===== config.mk =====
export PLATFORM = sky130hd
export DESIGN_NAME = ebi_bus
export DESIGN_NICKNAME = d
export VERILOG_FILES = /design/src/inc/ebi_pkg.sv /design/src/verilog/ebi_bus.sv
export VERILOG_INCLUDE_DIRS = /design/src /design/src/inc
export SDC_FILE = /design/constraint.sdc
export NUM_CORES = 1
export LEC_CHECK = 0
export ABC_CLOCK_PERIOD_IN_PS = 1700
export BUFFER_PORTS_ARGS = -buffer_cell sky130_fd_sc_hd__buf_2
export CORE_MARGIN = 2
export CORE_UTILIZATION = 23
export DETAILED_ROUTE_END_ITERATION = 16
export MAX_ROUTING_LAYER = met4
export PLACE_DENSITY_LB_ADDON = 0.25
export SYNTH_ARGS = -nofsm -noshare
export SYNTH_HDL_FRONTEND = slang
export SYNTH_SLANG_ARGS = --single-unit

===== constraint.sdc =====
create_clock -name mclk -period 1.7 [get_ports mclk]
set_input_delay 0.17 -clock mclk [delete_from_list [all_inputs] [get_ports mclk]]
set_output_delay 0.17 -clock mclk [all_outputs]
set_load 0.01 [all_outputs]

===== src/inc/ebi_map.svh =====
// register offsets, field positions, reset values and timing counts of the external bus block
`ifndef EBI_MAP_SVH
`define EBI_MAP_SVH
`define EBI_CTRL_IDX 19'h0_0000
`define EBI_STAT_IDX 19'h0_0001
`define EBI_EXT_SEL_BIT 20
`define EBI_CTRL_SINGLE_BIT 0
`define EBI_CTRL_MUX_BIT 1
`define EBI_CTRL_MICRO_BIT 2
`define EBI_STAT_WIDTH8_BIT 0
`define EBI_STAT_HOLD_BIT 1
`define EBI_STAT_BOOT_BIT 2
`define EBI_CTRL_SINGLE_RST 1'b0
`define EBI_CTRL_MUX_RST 1'b0
`define EBI_CLK_NS 10
`define EBI_STROBE_NS 40
`define EBI_STROBE_CYC ((`EBI_STROBE_NS + `EBI_CLK_NS - 1) / `EBI_CLK_NS)
`define EBI_SETTLE_CYC 3'h5
`endif


===== src/inc/ebi_pkg.sv =====
// types of the external bus block
package ebi_pkg;
  typedef enum logic [2:0] {
    EBI_INIT,
    EBI_IDLE,
    EBI_ADDR,
    EBI_STROBE,
    EBI_DONE,
    EBI_HOLD
  } ebi_state_t;

  // synchronised pin inputs, one vector so the three flip-flop chain is shared
  typedef struct packed {
    logic boot;
    logic width8;
    logic hold_n;
    logic wait_n;
    logic [7:0] dhi;
    logic [7:0] dlo;
  } ebi_pins_t;

  typedef struct packed {
    ebi_state_t st;
    logic [7:0] cnt;
    logic [2:0] init;
    ebi_pins_t s1;
    ebi_pins_t s2;
    ebi_pins_t s3;
    ebi_pins_t f;
    logic single_strobe;
    logic muxed;
    logic micro;
    logic width8;
    logic boot;
    logic rq_wr;
    logic rq_odd;
    logic rq_word;
    logic [15:0] rq_wdata;
    logic [19:0] addr_o;
    logic [7:0] dlo_o;
    logic [7:0] dhi_o;
    logic dlo_oe_n;
    logic dhi_oe_n;
    logic ale;
    logic rd_n;
    logic wrl_n;
    logic wrh_n;
    logic [3:0] cs_n;
    logic ack_n;
    logic micro_o;
    logic waitreq;
    logic [31:0] rdata;
  } ebi_regs_t;
endpackage


===== src/verilog/ebi_bus.sv =====
// external memory bus controller with an Avalon-MM register and access port
// Operation
// - held in reset state for as long as rst_n is low
// - boot strap low at reset: single-chip mode, external bus idle
// - boot strap high at reset: microprocessor mode, external bus in use
// - width strap low gives 16-bit bus, high gives 8-bit; strap stays fixed
// - separate bus: low data byte driven and sampled on low data lines
// - 16-bit separate bus: high data byte on upper data lines
// - address driven on twenty lines, bits zero through nineteen
// - 8-bit multiplexed: shared lines carry address bits 0-7, then data
// - 16-bit multiplexed: shared lines carry address bits 1-8, then data
// - four chip selects, each for one quarter of external space
// - software picks split write strobes or single write plus upper-lane enable
// - split form: low-byte write strobe low on writes to even address
// - split form: high-byte write strobe low on writes to odd address
// - read strobe low while reading, in either form
// - single form: common write strobe low on any write
// - single form: upper-lane enable low on any odd address access
// - address latch strobe lets outside logic capture the address
// - hold request low keeps the block in hold, no bus cycles
// - release acknowledge low while in hold
// - wait request low extends the current access
//
// The Avalon-MM slave port and the register addresses are this design's own decisions.
`include "ebi_map.svh"
module ebi_bus
  import ebi_pkg::*;
#(
  parameter int STROBE_CYC = `EBI_STROBE_CYC
)
(
  input wire logic mclk,
  input wire logic rst_n,
  input wire logic [20:0] avs_address,
  input wire logic avs_read,
  input wire logic avs_write,
  input wire logic [31:0] avs_writedata,
  input wire logic [3:0] avs_byteenable,
  output logic [31:0] avs_readdata,
  output logic avs_waitrequest,
  input wire logic boot_mode_strap,
  input wire logic bus_width_strap,
  input wire logic bus_release_req_n,
  input wire logic wait_req_n,
  output logic bus_release_ack_n,
  output logic micro_mode,
  output logic [19:0] ext_addr,
  input wire logic [7:0] data_lo_in,
  output logic [7:0] data_lo_out,
  output logic data_lo_oe_n,
  input wire logic [7:0] data_hi_in,
  output logic [7:0] data_hi_out,
  output logic data_hi_oe_n,
  output logic addr_latch,
  output logic read_strobe_n,
  output logic low_byte_store_strobe_n,
  output logic high_byte_store_strobe_n,
  output logic space_select_0_n,
  output logic space_select_1_n,
  output logic space_select_2_n,
  output logic space_select_3_n
);

  localparam logic [7:0] STROBE_LAST = 8'(STROBE_CYC - 1);

  ebi_regs_t q;
  ebi_regs_t d;
  ebi_pins_t pins_in;
  logic ext_sel;
  logic [19:0] rq_addr;
  logic rq_odd;
  logic rq_word;

  // chip select for the quarter of the space that holds the address
  function automatic logic [3:0] space_decode(input logic [19:0] a);
    logic [3:0] sel;
    sel = 4'hF;
    sel[a[19:18]] = 1'b0;
    return sel;
  endfunction

  assign pins_in = '{boot: boot_mode_strap, width8: bus_width_strap,
                     hold_n: bus_release_req_n, wait_n: wait_req_n,
                     dhi: data_hi_in, dlo: data_lo_in};
  assign ext_sel = avs_address[`EBI_EXT_SEL_BIT];
  // odd byte only on the upper lane; a word only on a 16-bit bus
  assign rq_odd = (avs_byteenable[1:0] == 2'h2);
  assign rq_word = (avs_byteenable[1:0] == 2'h3) && !q.width8;
  assign rq_addr = {avs_address[18:0], rq_odd};

  always_comb
  begin
    d = q;
    d.s1 = pins_in;
    d.s2 = q.s1;
    d.s3 = q.s2;
    // a pin change counts once the second and third stages agree
    d.f = (q.f & (q.s2 ^ q.s3)) | (q.s3 & ~(q.s2 ^ q.s3));
    d.waitreq = 1'b1;
    d.ale = 1'b0;
    d.rd_n = 1'b1;
    d.wrl_n = 1'b1;
    d.wrh_n = 1'b1;
    d.cs_n = 4'hF;
    d.ack_n = 1'b1;
    d.micro_o = q.micro;
    case (q.st)
      EBI_INIT:
      begin
        d.init = q.init + 3'h1;
        if (q.init == `EBI_SETTLE_CYC)
        begin
          // straps caught once the input chain has settled after release
          d.boot = q.f.boot;
          d.micro = q.f.boot;
          d.width8 = q.f.width8;
          d.single_strobe = q.f.width8 | `EBI_CTRL_SINGLE_RST;
          d.st = EBI_IDLE;
        end
      end
      EBI_IDLE:
      begin
        d.dlo_oe_n = 1'b1;
        d.dhi_oe_n = 1'b1;
        if (!q.f.hold_n)
        begin
          d.ack_n = 1'b0;
          d.st = EBI_HOLD;
        end
        else if ((avs_read || avs_write) && ext_sel && q.micro)
        begin
          d.rq_wr = avs_write;
          d.rq_odd = rq_odd;
          d.rq_word = rq_word;
          d.rq_wdata = avs_writedata[15:0];
          d.addr_o = rq_addr;
          d.cs_n = space_decode(rq_addr);
          d.ale = 1'b1;
          if (q.muxed)
          begin
            // address phase on the shared lines
            d.dlo_o = q.width8 ? rq_addr[7:0] : rq_addr[8:1];
            d.dlo_oe_n = 1'b0;
          end
          d.st = EBI_ADDR;
        end
        else if (avs_read || avs_write)
        begin
          // registers, or an external access refused in single-chip mode
          d.rdata = 32'h0000_0000;
          if (!ext_sel && avs_address[18:0] == `EBI_CTRL_IDX)
          begin
            d.rdata[`EBI_CTRL_SINGLE_BIT] = q.single_strobe;
            d.rdata[`EBI_CTRL_MUX_BIT] = q.muxed;
            d.rdata[`EBI_CTRL_MICRO_BIT] = q.micro;
          end
          else if (!ext_sel && avs_address[18:0] == `EBI_STAT_IDX)
          begin
            d.rdata[`EBI_STAT_WIDTH8_BIT] = q.width8;
            d.rdata[`EBI_STAT_HOLD_BIT] = !q.f.hold_n;
            d.rdata[`EBI_STAT_BOOT_BIT] = q.boot;
          end
          d.rq_wr = 1'b0;
          d.waitreq = 1'b0;
          d.st = EBI_DONE;
        end
      end
      EBI_ADDR:
      begin
        // latch strobe falls here, lines turn to data at the same edge
        d.cs_n = q.cs_n;
        d.cnt = 8'h00;
        d.dlo_oe_n = 1'b1;
        d.dhi_oe_n = 1'b1;
        if (q.rq_wr)
        begin
          if (q.width8)
          begin
            d.dlo_o = q.rq_odd ? q.rq_wdata[15:8] : q.rq_wdata[7:0];
            d.dlo_oe_n = 1'b0;
          end
          else
          begin
            d.dlo_o = q.rq_wdata[7:0];
            d.dhi_o = q.rq_wdata[15:8];
            d.dlo_oe_n = !(q.rq_word || !q.rq_odd);
            // multiplexed odd byte rides the shared lines, words still use both lanes
            d.dhi_oe_n = !(q.rq_word || (q.rq_odd && !q.muxed));
            if (q.muxed && q.rq_odd)
            begin
              // multiplexed 16-bit bus carries the odd byte on the shared lines
              d.dlo_o = q.rq_wdata[15:8];
              d.dlo_oe_n = 1'b0;
            end
          end
          if (q.single_strobe)
          begin
            d.wrl_n = 1'b0;
            d.wrh_n = !(q.rq_odd || q.rq_word);
          end
          else
          begin
            d.wrl_n = !(q.rq_word || !q.rq_odd);
            d.wrh_n = !(q.rq_word || q.rq_odd);
          end
        end
        else
        begin
          d.rd_n = 1'b0;
          if (q.single_strobe)
          begin
            d.wrh_n = !(q.rq_odd || q.rq_word);
          end
        end
        d.st = EBI_STROBE;
      end
      EBI_STROBE:
      begin
        d.cs_n = q.cs_n;
        d.rd_n = q.rd_n;
        d.wrl_n = q.wrl_n;
        d.wrh_n = q.wrh_n;
        if (q.cnt != STROBE_LAST)
        begin
          d.cnt = q.cnt + 8'h01;
        end
        else if (q.f.wait_n)
        begin
          d.rd_n = 1'b1;
          d.wrl_n = 1'b1;
          d.wrh_n = 1'b1;
          d.cs_n = 4'hF;
          d.dlo_oe_n = 1'b1;
          d.dhi_oe_n = 1'b1;
          d.rdata = 32'h0000_0000;
          if (q.width8 || (q.muxed && q.rq_odd))
          begin
            if (q.rq_odd)
            begin
              d.rdata[15:8] = q.f.dlo;
            end
            else
            begin
              d.rdata[7:0] = q.f.dlo;
            end
          end
          else
          begin
            d.rdata[15:0] = {q.f.dhi, q.f.dlo};
          end
          d.waitreq = 1'b0;
          d.st = EBI_DONE;
        end
      end
      EBI_DONE:
      begin
        // the master takes the answer at this edge; software writes land here too
        if (avs_write && !ext_sel && avs_address[18:0] == `EBI_CTRL_IDX && avs_byteenable[0])
        begin
          d.single_strobe = avs_writedata[`EBI_CTRL_SINGLE_BIT];
          d.muxed = avs_writedata[`EBI_CTRL_MUX_BIT];
          d.micro = avs_writedata[`EBI_CTRL_MICRO_BIT];
        end
        d.st = EBI_IDLE;
      end
      EBI_HOLD:
      begin
        d.dlo_oe_n = 1'b1;
        d.dhi_oe_n = 1'b1;
        d.ack_n = q.f.hold_n;
        if (q.f.hold_n)
        begin
          d.st = EBI_IDLE;
        end
      end
      default:
      begin
        d.st = EBI_IDLE;
      end
    endcase
  end

  always_ff @(posedge mclk or negedge rst_n)
  begin
    if (!rst_n)
    begin
      q <= '0;
      q.st <= EBI_INIT;
      q.s1 <= '1;
      q.s2 <= '1;
      q.s3 <= '1;
      q.f <= '1;
      q.muxed <= `EBI_CTRL_MUX_RST;
      q.dlo_oe_n <= 1'b1;
      q.dhi_oe_n <= 1'b1;
      q.rd_n <= 1'b1;
      q.wrl_n <= 1'b1;
      q.wrh_n <= 1'b1;
      q.cs_n <= 4'hF;
      q.ack_n <= 1'b1;
      q.waitreq <= 1'b1;
    end
    else
    begin
      q <= d;
    end
  end

  assign avs_readdata = q.rdata;
  assign avs_waitrequest = q.waitreq;
  assign bus_release_ack_n = q.ack_n;
  assign micro_mode = q.micro_o;
  assign ext_addr = q.addr_o;
  assign data_lo_out = q.dlo_o;
  assign data_lo_oe_n = q.dlo_oe_n;
  assign data_hi_out = q.dhi_o;
  assign data_hi_oe_n = q.dhi_oe_n;
  assign addr_latch = q.ale;
  assign read_strobe_n = q.rd_n;
  assign low_byte_store_strobe_n = q.wrl_n;
  assign high_byte_store_strobe_n = q.wrh_n;
  assign space_select_0_n = q.cs_n[0];
  assign space_select_1_n = q.cs_n[1];
  assign space_select_2_n = q.cs_n[2];
  assign space_select_3_n = q.cs_n[3];
endmodule


# After elaboration in Yosys (flattened, before gate mapping)
# Cells that the tools add are included.
[word_totals]
register_bits = 199
wordCells = 195
[classes]
add_sub_neg = 2
n_reduce_logical = 45
bitwise_logic = 8
order_cmp = 2
eq_ne = 23
mux = 65
[op_table]
columns = ["cell", "n"]
rows = [
  ["33-bit two-way mux", 5],
  ["8-bit two-way mux", 11],
  ["33-bit case mux with 2 select lines", 1],
  ["20-bit AND", 2],
  ["3-bit two-way mux", 11],
  ["8-bit case mux with 2 select lines", 2],
  ["2-bit != test (second input constant)", 12],
  ["20-bit inverter", 1],
  ["20-bit OR", 1],
  ["20-bit XOR", 1],
  ["19-bit by 1-bit == test with 1-bit output (second input constant)", 1],
  ["19-bit logical NOT", 1],
  ["1-bit two-way mux", 18],
  ["18-bit two-way mux", 1],
  ["3-bit AND reduction", 6],
  ["16-bit two-way mux", 1],
  ["3-bit case mux with 5 select lines", 1],
  ["7-bit two-way mux", 2],
  ["4-bit case mux with 3 select lines", 1],
  ["1-bit logical AND", 11],
  ["5-bit AND reduction", 2],
  ["2-bit nonzero test", 5],
  ["3-bit == test (second input constant)", 3],
  ["8-bit by 1-bit adder with 8-bit output (second input constant)", 1],
  ["other kinds (22)", 44],
]

# Logic depth before layout (Yosys ltp)
# Gate-level depths: netlist (run 1).
[depth]
depth_word = 8
depth_mapped = 7

# Least setup slack after synthesis (run 1)
# Ideal clock, no wire load.
[synth_path]
path_kind = "reg2reg"
from = "reg q[122] (netlist bit)"
to = "reg q (netlist bit data_lo_out[0])"
stages_incl_launch_ff = 7
t_arrival_ns = 1.705
required_time_ns = 1.575
setup_slack_ns = -0.130
cell_sequence = "dfstp_2 > o21ai_2 > or4_1 > buf_2 > clkinv_2 > a21boi_4 > mux2_4"
[synth_between]
elab_chain_len = 2
[synth_rtl]
columns = ["element", "line_no", "rtl"]
rows = [
  ["from (decl)", "ebi_bus.sv:66", "ebi_regs_t q;"],
  ["2-bit != test (no line)", "-", ""],
  ["5-bit AND reduction (no line)", "-", ""],
]
# Every way passes these cells.
# A chain may end at the register's enable or synchronous reset.

# Final worst setup path (run 1)
[layout_path]
from = "reg q[122] (netlist bit)"
to = "reg q (netlist bit data_lo_out[3])"
# The elaborated chain is that of the path after synthesis.

==> results of run 1 <==
## power groups by stage
| stage | Sequential (uW) | Combinational [uW] | Clock [uW] |
|---|---|---|---|
| floorplan | 6050 | 3160 | 0 |
| global placement | 6220 | 4370 | 0 |
| detailed placement | 6220 | 4410 | 0 |
| CTS | 6180 | 4620 | 4140 |
| global route | 6350 | 5280 | 4320 |
| finish | 6190 | 4760 | 3990 |
## worst max path at each step
| stage | from | end | slack, ns | cells past startpoint |
|---|---|---|---|---|
| floorplan | q[122]$_DFFE_PN1P_ | data_lo_out[0]$_DFFE_PN0P_ | -0.12 | 6 |
| global placement | q[122]$_DFFE_PN1P_ | data_lo_out[0]$_DFFE_PN0P_ | -0.16 | 5 |
| detailed placement | q[122]$_DFFE_PN1P_ | data_lo_out[5]$_DFFE_PN0P_ | -0.16 | 5 |
| CTS | q[122]$_DFFE_PN1P_ | data_lo_out[3]$_DFFE_PN0P_ | -0.05 | 5 |
| global route | q[121]$_DFFE_PN1N_ | space_select_3_n$_DFFE_PN1P_ | -0.11 | 5 |
| finish | q[122]$_DFFE_PN1P_ | data_lo_out[3]$_DFFE_PN0P_ | -0.05 | 5 |
## metrics by stage
step	cells	utilization, %
CTS	1289	30.8
floorplan	664	-
detailed placement	1200	27.1
global route	1294	31.7
global placement	1200	27.1
finish	1294	31.7
## per-layer routing
| metal | up-vias | global-route usage [%] |
|---|---|---|
| li1 | 2516 | - |
| met1 | 2596 | 15.1 |
| met2 | 87 | 17.4 |
| met3 | 22 | 2.33 |
| met4 | 0 | 4.94 |
| met5 | - | - |
## kinds of logic after synthesis
kind of cell    Yosys count
compound gates           89
xor+xnor                  2
fa+ha+maj                23
buf+inv                 105
flops                   182
mux                      38
other cells               1
simple gates            209
## sequential cells by signal (all words and copies together) (netlist names), 8 cells and up
signal	count
d	41
data_hi_out	8
data_lo_out	8
ext_addr	20
q	76
avs_readdata	16
## cell usage in the layout (no fill, tap or decap), types with 11 or more instances in the layout
master,n
conb_1,16
dlygate4sd3_1,56
nand3_2,15
buf_4,53
dfstp_2,91
o21ai_1,12
buf_2,125
dfrtp_1,90
maj3_1,20
clkbuf_16,22
mux2_2,11
mux2i_1,19
buf_12,11
nand2_1,130
o22ai_1,13
o21ai_0,17
## final cells by class
type	instances	area [sq um]	area share, %
clock inverter	13	125	1.21
sequential	182	4670	45.3
inverter	9	38.8	0.376
tap	442	553	5.37
timing repair buffer	252	1930	18.7
multi-input combinational	377	2510	24.4
clock buffer	19	475	4.61
## cells in the mapped netlist (10+ instances only)
| master | number | share of area (%) |
|---|---|---|
| a21oi_1 | 11 | 0.73 |
| a22oi_1 | 10 | 0.99 |
| buf_2 | 12 | 0.79 |
| buf_4 | 70 | 6.9 |
| clkbuf_1 | 12 | 0.59 |
| dfrtp_1 | 91 | 30 |
| dfstp_2 | 91 | 32 |
| maj3_1 | 20 | 2.6 |
| mux2_2 | 11 | 1.6 |
| mux2i_1 | 19 | 2.5 |
| nand2_1 | 131 | 6.5 |
| nand3_1 | 25 | 1.6 |
| nor2_1 | 10 | 0.49 |
| o21ai_0 | 27 | 1.8 |
| o22ai_1 | 13 | 1.1 |
## repair_timing
action                     CTS  global route
cloned                       0             3
setup endpoints to repair   70            76
buffers inserted             2             2
hold endpoints to repair    92             0
pin swaps                    4            21
gates resized for setup     10            49
hold buffers                56             0
## worst min-delay path, delay by kind of cell
family | cells | cell delay, ns
buf+inv | 1 | 0.13
simple gates | 1 | 0.08
compound gates | 1 | 0.06
==> summary.txt, run 1 <==
STA
  • RSZ-0062 raised after global routing: yes
  • Max Clk Rate: 0.573 GHz
  • Hold WS: 0.0378 ns
  • Setup TNS: -0.328 ns
  • Hold Violations, Final: 0
  • Period Utilization, post-route: 103%
  • PnR worst setup slack: -0.0458 ns
  • Final setup viols: 9
  • Tmin final: 1.75 ns
  • Clock skew: 0.00685 ns
  • Slew Viols, Final: 0

Pwr
  • Sequential share of power: 41.4%
  • Pwr/cell area: 1450 nW/um^2
  • Internal: 9940 uW
  • Gate power share: 31.8%
  • Max VDD drop: 0.624 mV
  • P_leak: between 0.004 and 0.005 uW
  • Final Total Pwr: around 15000 uW
  • Psw: 5010 uW
  • Clock power frac: 26.7%
  • Net Sw Frac: 33.5%

Placement
  • # port buffers: between 100 and 150
  • Pre-CTS WS: -0.164 ns
  • Dpl hpwl: 13600 microns
  • Final GP Congestion: approximately 0.76
  • Placed cell area: 8810 sq um

Clock tree
  • TritonCTS clock tree: yes
  • Worst-path clk slew: 0.07 ns
  • CTS HTree Levels: 4
  • Total CTS buffers: 17
  • Worst-Skew Late Latency: 0.44 ns
  • Max Buffers Root-to-Sink: 2
  • CTS Root Cell: clkbuf_16
  • Clk sinks: 182

Final layout
  • Fillcell total: 3368
  • Post-route cell area: 10300 sq um
  • Layout area overhead: 35.8%
  • Final layout net count: 923
  • Ratio of cells with drive above 1 in the final layout: between 40% and 50%
  • Diode count: 0

Drt
  • Vias: 5221
  • Routed length on met1: 8900 microns
  • Metal3 WL: 588 microns
  • Initial drt markers: 267
  • Highest metal used: met4
  • Metal2 WL: 9300 microns
  • Antenna-violating nets left: 0
  • WL final: between 15000 and 20000 microns
  • DR WL/cell: 14.8 microns
  • Detailed Routing Iterations Pass 1: 6
  • Vias per cell: 4.03
  • # DRC: 0

Logic synthesis
  • Synth Area in XOR/XNOR: 0.231%
  • Post-synthesis sequential element count: about 180
  • Largest family of logic cells by synthesized area: simple AND/OR/NAND/NOR gates
  • Post-synth EDFFs: 0
  • Yosys cell types: 61
  • Post-Synth Adder-Cell Area: 3.13%
  • Multiplexer share of the synthesized area: ~5.7%
  • Syn Inst Count: 649
  • Compound-Gate Fraction of Synth Area: 7.63%
  • Post-synthesis simple-gate area fraction: 12.7%
  • Mapped Area: 7590 sq um
  • Yosys warns: 0
  • Avg Cell Area, Syn: 11.7 sq um
  • Asr flop ratio synth: 100%
  • Seq/Total Area, Yosys: 61.5%
  • Top_reg_cell synth: dfstp_2

Run status
  • Status: finished, violations left
  • Failing checks: negative setup slack

Worst hold path
  • Hold wc startpoint: avs_address[20]
  • Type of the most critical hold path: in2reg
  • Hold Path Sink: q[99]$_DFFE_PN0P_
  • Worst hold path depth: 3

Critical path
  • CP peak stage delay: 0.56 ns
  • Slowest-stage cell, CP: dfstp_2
  • Crit path DAT: 2.07 ns
  • Crit-path cells: o21ai_4 -> or4_4 -> clkinv_4 -> a21boi_4 -> mux2_4
  • Max FO, Critical Path: 8
  • Critical Path RT: 2.02 ns
  • R2R Path Start: q[122]$_DFFE_PN1P_
  • Setup Crit Path Kind: reg2reg
  • Reg2reg setup slack: -0.05 ns
  • Critical path startpoint category: flip-flop
  • FF-to-FF path depth: 5
  • Family with the most delay on the worst path: flip-flops
  • Worst Path Buf+Inv: 1
  • CP endpoint kind: flip-flop
  • Critical R2R Capture: data_lo_out[3]$_DFFE_PN0P_

Floorplan
  • Core area: 32500 sq um
  • Die ar.: about 34000 sq um
  • Die width: 186 microns
  • Rows: 66
  • I/O Pins: 162
  • Chip height: 186 microns
  • Starting Density: 23.3%

Global route
  • Grt ovf: 0
  • Initial antenna violation count: 0
  • Gr usage total: 11.6%
  • Largest net degree at the start of global routing: 42
  • First-pass GRT wire length: 29200 microns
  • Vias in the first global route: 5187

Flow run
  • Max Cap Viol: 0
Power figures use the tool's default switching activity.
==> run 2: changes to the inputs <==
--- a/config.mk
+++ b/config.mk
@@ -10,2 +10,4 @@
 export BUFFER_PORTS_ARGS = -buffer_cell sky130_fd_sc_hd__buf_2
+export CELL_PAD_IN_SITES_DETAIL_PLACEMENT = 0
+export CELL_PAD_IN_SITES_GLOBAL_PLACEMENT = 1
 export CORE_MARGIN = 2
==> constraint.sdc (replaced) <==
create_clock -name mclk -period 1.7 [get_ports mclk]
set_input_delay 0 -clock mclk [delete_from_list [all_inputs] [get_ports mclk]]
set_output_delay 0 -clock mclk [all_outputs]
set_load 0.01 [all_outputs]
==> summary.txt, run 2 (same netlist as run 1, synthesis figures left out) <==
Clock tree
  • TritonCTS clock tree: yes (unchanged)
  • CTS HTree Levels: 4 (unchanged)
  • Worst-Skew Late Latency: 0.43 ns (was 0.44 ns)
  • Clk sinks: 182 (unchanged)
  • Total CTS buffers: 17 (unchanged)
  • Max Buffers Root-to-Sink: 2 (unchanged)
  • CTS Root Cell: clkbuf_16 (unchanged)
  • Worst-path clk slew: 0.07 ns (about the same)

Critical path
  • Critical Path RT: 2.02 ns (about the same)
  • Worst Path Buf+Inv: 1 (unchanged)
  • Critical path startpoint category: flip-flop (unchanged)
  • Crit-path cells: o21ai_4 -> or4_4 -> clkinv_4 -> a21boi_4 -> mux2_4 (unchanged)
  • Setup Crit Path Kind: reg2reg (unchanged)
  • Max FO, Critical Path: 8 (unchanged)
  • Family with the most delay on the worst path: flip-flops (unchanged)
  • CP peak stage delay: 0.55 ns (was 0.56 ns)
  • Crit path DAT: 2.06 ns (was 2.07 ns)
  • Slowest-stage cell, CP: dfstp_2 (unchanged)
  • CP endpoint kind: flip-flop (unchanged)

STA
  • Max Clk Rate: 0.575 GHz (was 0.573 GHz)
  • Tmin final: 1.74 ns (was 1.75 ns)
  • Period Utilization, post-route: 102% (was 103%)
  • Slew Viols, Final: 0 (unchanged)
  • RSZ-0062 raised after global routing: yes (unchanged)
  • Final setup viols: 9 (unchanged)
  • Clock skew: 0.0144 ns (was 0.00685 ns)
  • PnR worst setup slack: -0.0397 ns (was -0.0458 ns)
  • Hold Violations, Final: 0 (unchanged)

Floorplan
  • Core area: 32500 sq um (unchanged)
  • Chip height: 186 microns (unchanged)
  • Die width: 186 microns (unchanged)
  • Die ar.: 34500 sq um (unchanged)
  • I/O Pins: 162 (unchanged)
  • Rows: 66 (unchanged)
  • Starting Density: 23.3% (unchanged)

Drt
  • Vias: 5124 (was 5221)
  • Vias per cell: 3.94 (was 4.03)
  • # DRC: 0 (unchanged)
  • DR WL/cell: 15.0 microns (was 14.8 microns)
  • Antenna-violating nets left: 0 (unchanged)
  • Detailed Routing Iterations Pass 1: 4 (was 6)
  • WL final: 19600 microns (was 19200 microns)
  • Initial drt markers: 163 (was 267)

Final layout
  • Fillcell total: 3407 (was 3368)
  • Final core utilization: 31.3% (was 31.7%)
  • Post-route cell area: 10200 sq um (was 10300 sq um)
  • Final layout net count: 929 (was 923)
  • Number of flip-flops in the largest register: 76 (unchanged)
  • Layout area overhead: 34.0% (was 35.8%)
  • Ratio of cells with drive above 1 in the final layout: 42.3% (was 44.7%)
  • Diode count: 0 (unchanged)
  • Reg with most FFs: q (unchanged)
  • Highest-count cells in the layout ignoring fill and taps: nand2_1 (131), buf_2 (125), dfstp_2 (91) (was nand2_1 (130), buf_2 (125), dfstp_2 (91))
  • Commonest non-fill, non-tap cell in the layout: nand2_1 (unchanged)

Placement
  • Pre-CTS WS: -0.164 ns (about the same)
  • Final GP Congestion: 0.728 (was 0.756)
  • Placed cell area: 8800 sq um (was 8810 sq um)
  • # port buffers: 126 (unchanged)
  • Dpl hpwl: 14000 microns (was 13600 microns)

Global route
  • Grt ovf: 0 (unchanged)
  • Vias in the first global route: 5149 (was 5187)
  • Largest net degree at the start of global routing: 53 (was 42)
  • Gr usage total: 11.9% (was 11.6%)
  • First-pass GRT wire length: 30100 microns (was 29200 microns)
  • Initial antenna violation count: 0 (unchanged)

Pwr
  • Pwr/cell area: 1460 nW/um^2 (was 1450 nW/um^2)
  • Internal: 10000 uW (was 9940 uW)
  • Psw: 4810 uW (was 5010 uW)
  • Final Total Pwr: 14800 uW (was 14900 uW)
  • Clock power frac: 27.1% (was 26.7%)
  • Gate power share: 31.1% (was 31.8%)
  • Sequential share of power: 41.8% (was 41.4%)
  • Net Sw Frac: 32.4% (was 33.5%)
  • Max VDD drop: 0.486 mV (was 0.624 mV)
  • P_leak: 0.00463 uW (was 0.00467 uW)

Run status
  • Failing checks: negative setup slack (unchanged)
  • Status: finished, violations left (unchanged)

Flow run
  • Max Cap Viol: 0 (unchanged)

Worst hold path
  • Type of the most critical hold path: in2reg (unchanged)
-- run 2: cell types whose count changed in the layout (fill, tap and decap cells not counted), moves of 4 or more --
cell | previous run | this run
nand3_1 | 7 | 24
inv_8 | 5 | 0
buf_4 | 53 | 60
clkbuf_8 | 0 | 4
o21ai_0 | 17 | 27
clkbuf_16 | 22 | 18
dlygate4sd3_1 | 56 | 60
buf_12 | 11 | 7
o21ai_1 | 12 | 3
nand3_2 | 15 | 0
-- run 2: through the flow --
stage	hold WS (ns)	std cells	setup TNS (ns)
finish	0.0627	1300	-0.273
global route	0.0681	1300	-1.04
floorplan	-0.296	664	-2.99
global placement	-0.00714	1205	-7.06
CTS	0.0407	1298	-0.354
detailed placement	-0.00286	1205	-6.89
-- run 2: routing by layer --
| layer | GRT usage, % | wire length (microns) | share of wire [%] |
|---|---|---|---|
| met1 | 15.8 | 9360 | 48 |
| met2 | 18.2 | 9320 | 48 |
| met3 | 2.48 | 701 | 3.6 |
| met4 | 3.87 | 187 | 0.96 |
| met5 | - | 0 | 0 |
-- run 2: power groups by stage --
stage,Combinational (uW),Sequential (uW),Clock [uW]
CTS,4630,6200,4160
finish,4620,6200,4020
floorplan,3160,6050,0
global route,5140,6350,4360
detailed placement,4410,6250,0
global placement,4380,6260,0
-- run 2: final timing paths --
check | from | to | slack [ns] | cells after the start
worst max register to register | q[122]$_DFFE_PN1P_ | data_lo_out[5]$_DFFE_PN0P_ | -0.04 | 5
worst min-delay path | avs_address[1] | data_lo_out[2]$_DFFE_PN0P_ | 0.06 | 4
worst max-delay path | q[122]$_DFFE_PN1P_ | data_lo_out[5]$_DFFE_PN0P_ | -0.04 | 5
max in group asynchronous | rst_n | q[138]$_DFF_PN1_ | 0.91 | 3
worst min register to register | d[164]$_DFF_PN1_ | d[144]$_DFF_PN1_ | 0.35 | 0
min in group asynchronous | rst_n | avs_readdata[12]$_DFFE_PN0P_ | 0.10 | 2
-- run 2: layout make-up --
| type | count | area (sq um) | share of cell area (%) |
|---|---|---|---|
| clock buffers | 22 | 474 | 4.66 |
| well taps | 442 | 553 | 5.44 |
| flip-flops and latches | 182 | 4670 | 45.9 |
| repair buffers | 258 | 1900 | 18.7 |
| inverters | 9 | 38.8 | 0.381 |
| clock inverters | 10 | 120 | 1.18 |
| multi-input cells | 377 | 2410 | 23.7 |
-- run 2: repair_timing --
action | CTS | global route
cloned | 0 | 1
buffers inserted | 1 | 2
hold buffers | 60 | 0
pin swaps | 4 | 8
endpoints found under the setup margin | 77 | 80
resized for setup | 10 | 21
hold endpoints to repair | 198 | 0
-- run 2: worst reg2reg max path, cell delays in order (launching register included) --
cell and delay [ns]:
dfstp_2 0.55, o21ai_4 0.07, or4_4 0.46, clkinv_4 0.10, a21boi_4 0.12, mux2_4 0.32
==> run 3: changes to the inputs <==
- CTS_CLUSTER_DIAMETER: unset -> 100
- PLACE_DENSITY: unset -> 0.51
- PLACE_DENSITY_LB_ADDON: 0.25 -> unset
==> summary.txt, run 3 (same netlist as run 1, synthesis figures left out) <==
Run status
  • Failing checks: negative setup slack (unchanged)
  • Status: finished, violations left (unchanged)

Critical path
  • Critical R2R Capture: data_lo_out[1]$_DFFE_PN0P_ (was data_lo_out[5]$_DFFE_PN0P_)
  • Crit path DAT: 2.08 ns (was 2.06 ns)
  • CP peak stage delay: 0.56 ns (was 0.55 ns)
  • Family with the most delay on the worst path: flip-flops (unchanged)
  • Crit-path cells: o21ai_4 -> or4_4 -> clkinv_4 -> a21boi_4 -> mux2_4 (unchanged)
  • Reg2reg setup slack: -0.06 ns (was -0.04 ns)
  • FF-to-FF path depth: 5 (unchanged)
  • Slowest-stage cell, CP: dfstp_2 (unchanged)
  • Setup Crit Path Kind: reg2reg (unchanged)
  • R2R Path Start: q[122]$_DFFE_PN1P_ (unchanged)
  • Worst Path Buf+Inv: 1 (unchanged)
  • Critical path startpoint category: flip-flop (unchanged)
  • CP endpoint kind: flip-flop (unchanged)
  • Max FO, Critical Path: 8 (unchanged)
  • Critical Path RT: 2.02 ns (about the same)

STA
  • Period Utilization, post-route: 103% (was 102%)
  • Hold WS: 0.0626 ns (was 0.0627 ns)
  • Clock skew: 0.00887 ns (was 0.0144 ns)
  • Slew Viols, Final: 0 (unchanged)
  • PnR worst setup slack: -0.0552 ns (was -0.0397 ns)
  • Final setup viols: 12 (was 9)
  • Tmin final: 1.76 ns (was 1.74 ns)
  • Hold Violations, Final: 0 (unchanged)
  • RSZ-0062 raised after global routing: yes (unchanged)
  • Max Clk Rate: 0.570 GHz (was 0.575 GHz)

Placement
  • Pre-CTS WS: -0.163 ns (was -0.164 ns)
  • # port buffers: 126 (unchanged)
  • Placed cell area: 8790 sq um (was 8800 sq um)
  • Dpl hpwl: 13900 microns (was 14000 microns)
  • Final GP Congestion: 0.713 (was 0.728)

Clock tree
  • Clk sinks: 182 (unchanged)
  • CTS Root Cell: clkbuf_16 (unchanged)
  • CTS HTree Levels: 4 (unchanged)
  • Max Buffers Root-to-Sink: 2 (unchanged)
  • TritonCTS clock tree: yes (unchanged)
  • Total CTS buffers: 17 (unchanged)
  • Worst-path clk slew: 0.07 ns (about the same)
  • Worst-Skew Late Latency: 0.44 ns (was 0.43 ns)

Global route
  • Initial antenna violation count: 0 (unchanged)
  • Grt ovf: 0 (unchanged)
  • Vias in the first global route: 5055 (was 5149)
  • First-pass GRT wire length: 29800 microns (was 30100 microns)
  • Largest net degree at the start of global routing: 48 (was 53)
  • Gr usage total: 11.8% (was 11.9%)

Final layout
  • Highest-count cells in the layout ignoring fill and taps: buf_2 (125), nand2_1 (117), dfrtp_1 (91), dfstp_2 (91), dlygate4sd3_1 (60) (was nand2_1 (131), buf_2 (125), dfstp_2 (91))
  • Ratio of cells with drive above 1 in the final layout: 46.6% (was 42.3%)
  • Final layout net count: 934 (was 929)
  • Diode count: 0 (unchanged)
  • Final core utilization: 32.1% (was 31.3%)
  • Layout area overhead: 37.7% (was 34.0%)
  • Post-route cell area: 10400 sq um (was 10200 sq um)
  • Number of flip-flops in the largest register: 76 (unchanged)
  • Register area: 4670 sq um (about the same)
  • Reg with most FFs: q (unchanged)
  • Commonest non-fill, non-tap cell in the layout: buf_2 (was nand2_1)
  • Fillcell total: 3382 (was 3407)
  • Multi-input combinational cell area: 2550 sq um (was 2410 sq um)

Flow run
  • Max Cap Viol: 0 (unchanged)

Floorplan
  • Rows: 66 (unchanged)
  • Die width: 186 microns (unchanged)
  • I/O Pins: 162 (unchanged)
  • Starting Density: 23.3% (unchanged)
  • Core area: 32500 sq um (unchanged)
  • Die ar.: 34500 sq um (unchanged)
  • Chip height: 186 microns (unchanged)

Pwr
  • Max VDD drop: 0.533 mV (was 0.486 mV)
  • P_leak: 0.00475 uW (was 0.00463 uW)
  • Final Total Pwr: 15000 uW (was 14800 uW)
  • Pwr/cell area: 1440 nW/um^2 (was 1460 nW/um^2)

Worst hold path
  • Hold wc startpoint: avs_address[2] (was avs_address[1])
  • Hold Path Sink: data_lo_out[3]$_DFFE_PN0P_ (was data_lo_out[2]$_DFFE_PN0P_)
  • Worst hold path depth: 4 (unchanged)
  • Type of the most critical hold path: in2reg (unchanged)

Drt
  • Vias per cell: 4.01 (was 3.94)
  • DR WL/cell: 15.2 microns (was 15.0 microns)
  • # DRC: 0 (unchanged)
  • WL final: 19900 microns (was 19600 microns)
  • Vias: 5239 (was 5124)
  • Antenna-violating nets left: 0 (unchanged)
  • Initial drt markers: 282 (was 163)
  • Detailed Routing Iterations Pass 1: 4 (unchanged)
-- run 3: per-stage QoR --
stage               TNS (ns)  cells
floorplan              -2.99    664
global placement       -5.02   1202
detailed placement     -6.42   1202
CTS                   -0.426   1294
global route           -2.84   1305
finish                -0.463   1305
-- run 3: worst reg2reg max path: cells and delay by family (launching register included) --
| family | cells | cell delay [ns] |
|---|---|---|
| DFF | 1 | 0.56 |
| AOI/OAI and AO/OA | 2 | 0.18 |
| and+or+nand+nor | 1 | 0.48 |
| muxes | 1 | 0.32 |
| buffers and inverters | 1 | 0.10 |
-- run 3: area by class of cell --
cell class | instances | area share [%]
timing repair buffer | 263 | 19.6
clock buffer | 21 | 4.61
inverter | 9 | 0.371
multi-input combinational | 377 | 24.4
sequential | 182 | 44.7
tap | 442 | 5.29
clock inverter | 11 | 1.04
-- run 3: layer usage --
layer  vias to the layer above  track usage (%)  wire [microns]
li1                       2554                -               -
met1                      2571             16.0            9500
met2                        90             17.6            9350
met3                        24             2.50             773
met4                         0             4.13             263
met5                         -                -               0
-- run 3: worst max path at each step --
stage          cells after the start                      endpoint  slack, ns          startpoint
2_1_floorplan                      6    data_lo_out[0]$_DFFE_PN0P_      -0.12  q[122]$_DFFE_PN1P_
3_3_place_gp                       5  space_select_3_n$_DFFE_PN1P_      -0.14  q[121]$_DFFE_PN1N_
3_5_place_dp                       5    data_lo_out[4]$_DFFE_PN0P_      -0.16  q[122]$_DFFE_PN1P_
4_1_cts                            6  space_select_3_n$_DFFE_PN1P_      -0.05  q[188]$_DFFE_PN0P_
5_1_grt                            5  space_select_3_n$_DFFE_PN1P_      -0.14  q[121]$_DFFE_PN1N_
6_report                           5    data_lo_out[1]$_DFFE_PN0P_      -0.06  q[122]$_DFFE_PN1P_
-- run 3: where the power goes --
group	internal, uW	total (uW)	switching [uW]
logic	2390	4830	2450
registers	5490	6230	740
clock network	2210	3980	1770
total	10100	15000	4950
-- run 3: repair_timing --
item                                    4_1_cts  5_1_grt
cloned                                        0        6
hold buffers                                 60        0
endpoints found under the setup margin       72       64
buffers inserted                              0        5
endpoints found under the hold margin       188        0
gates resized for setup                       9       69
pin swaps                                     3       32
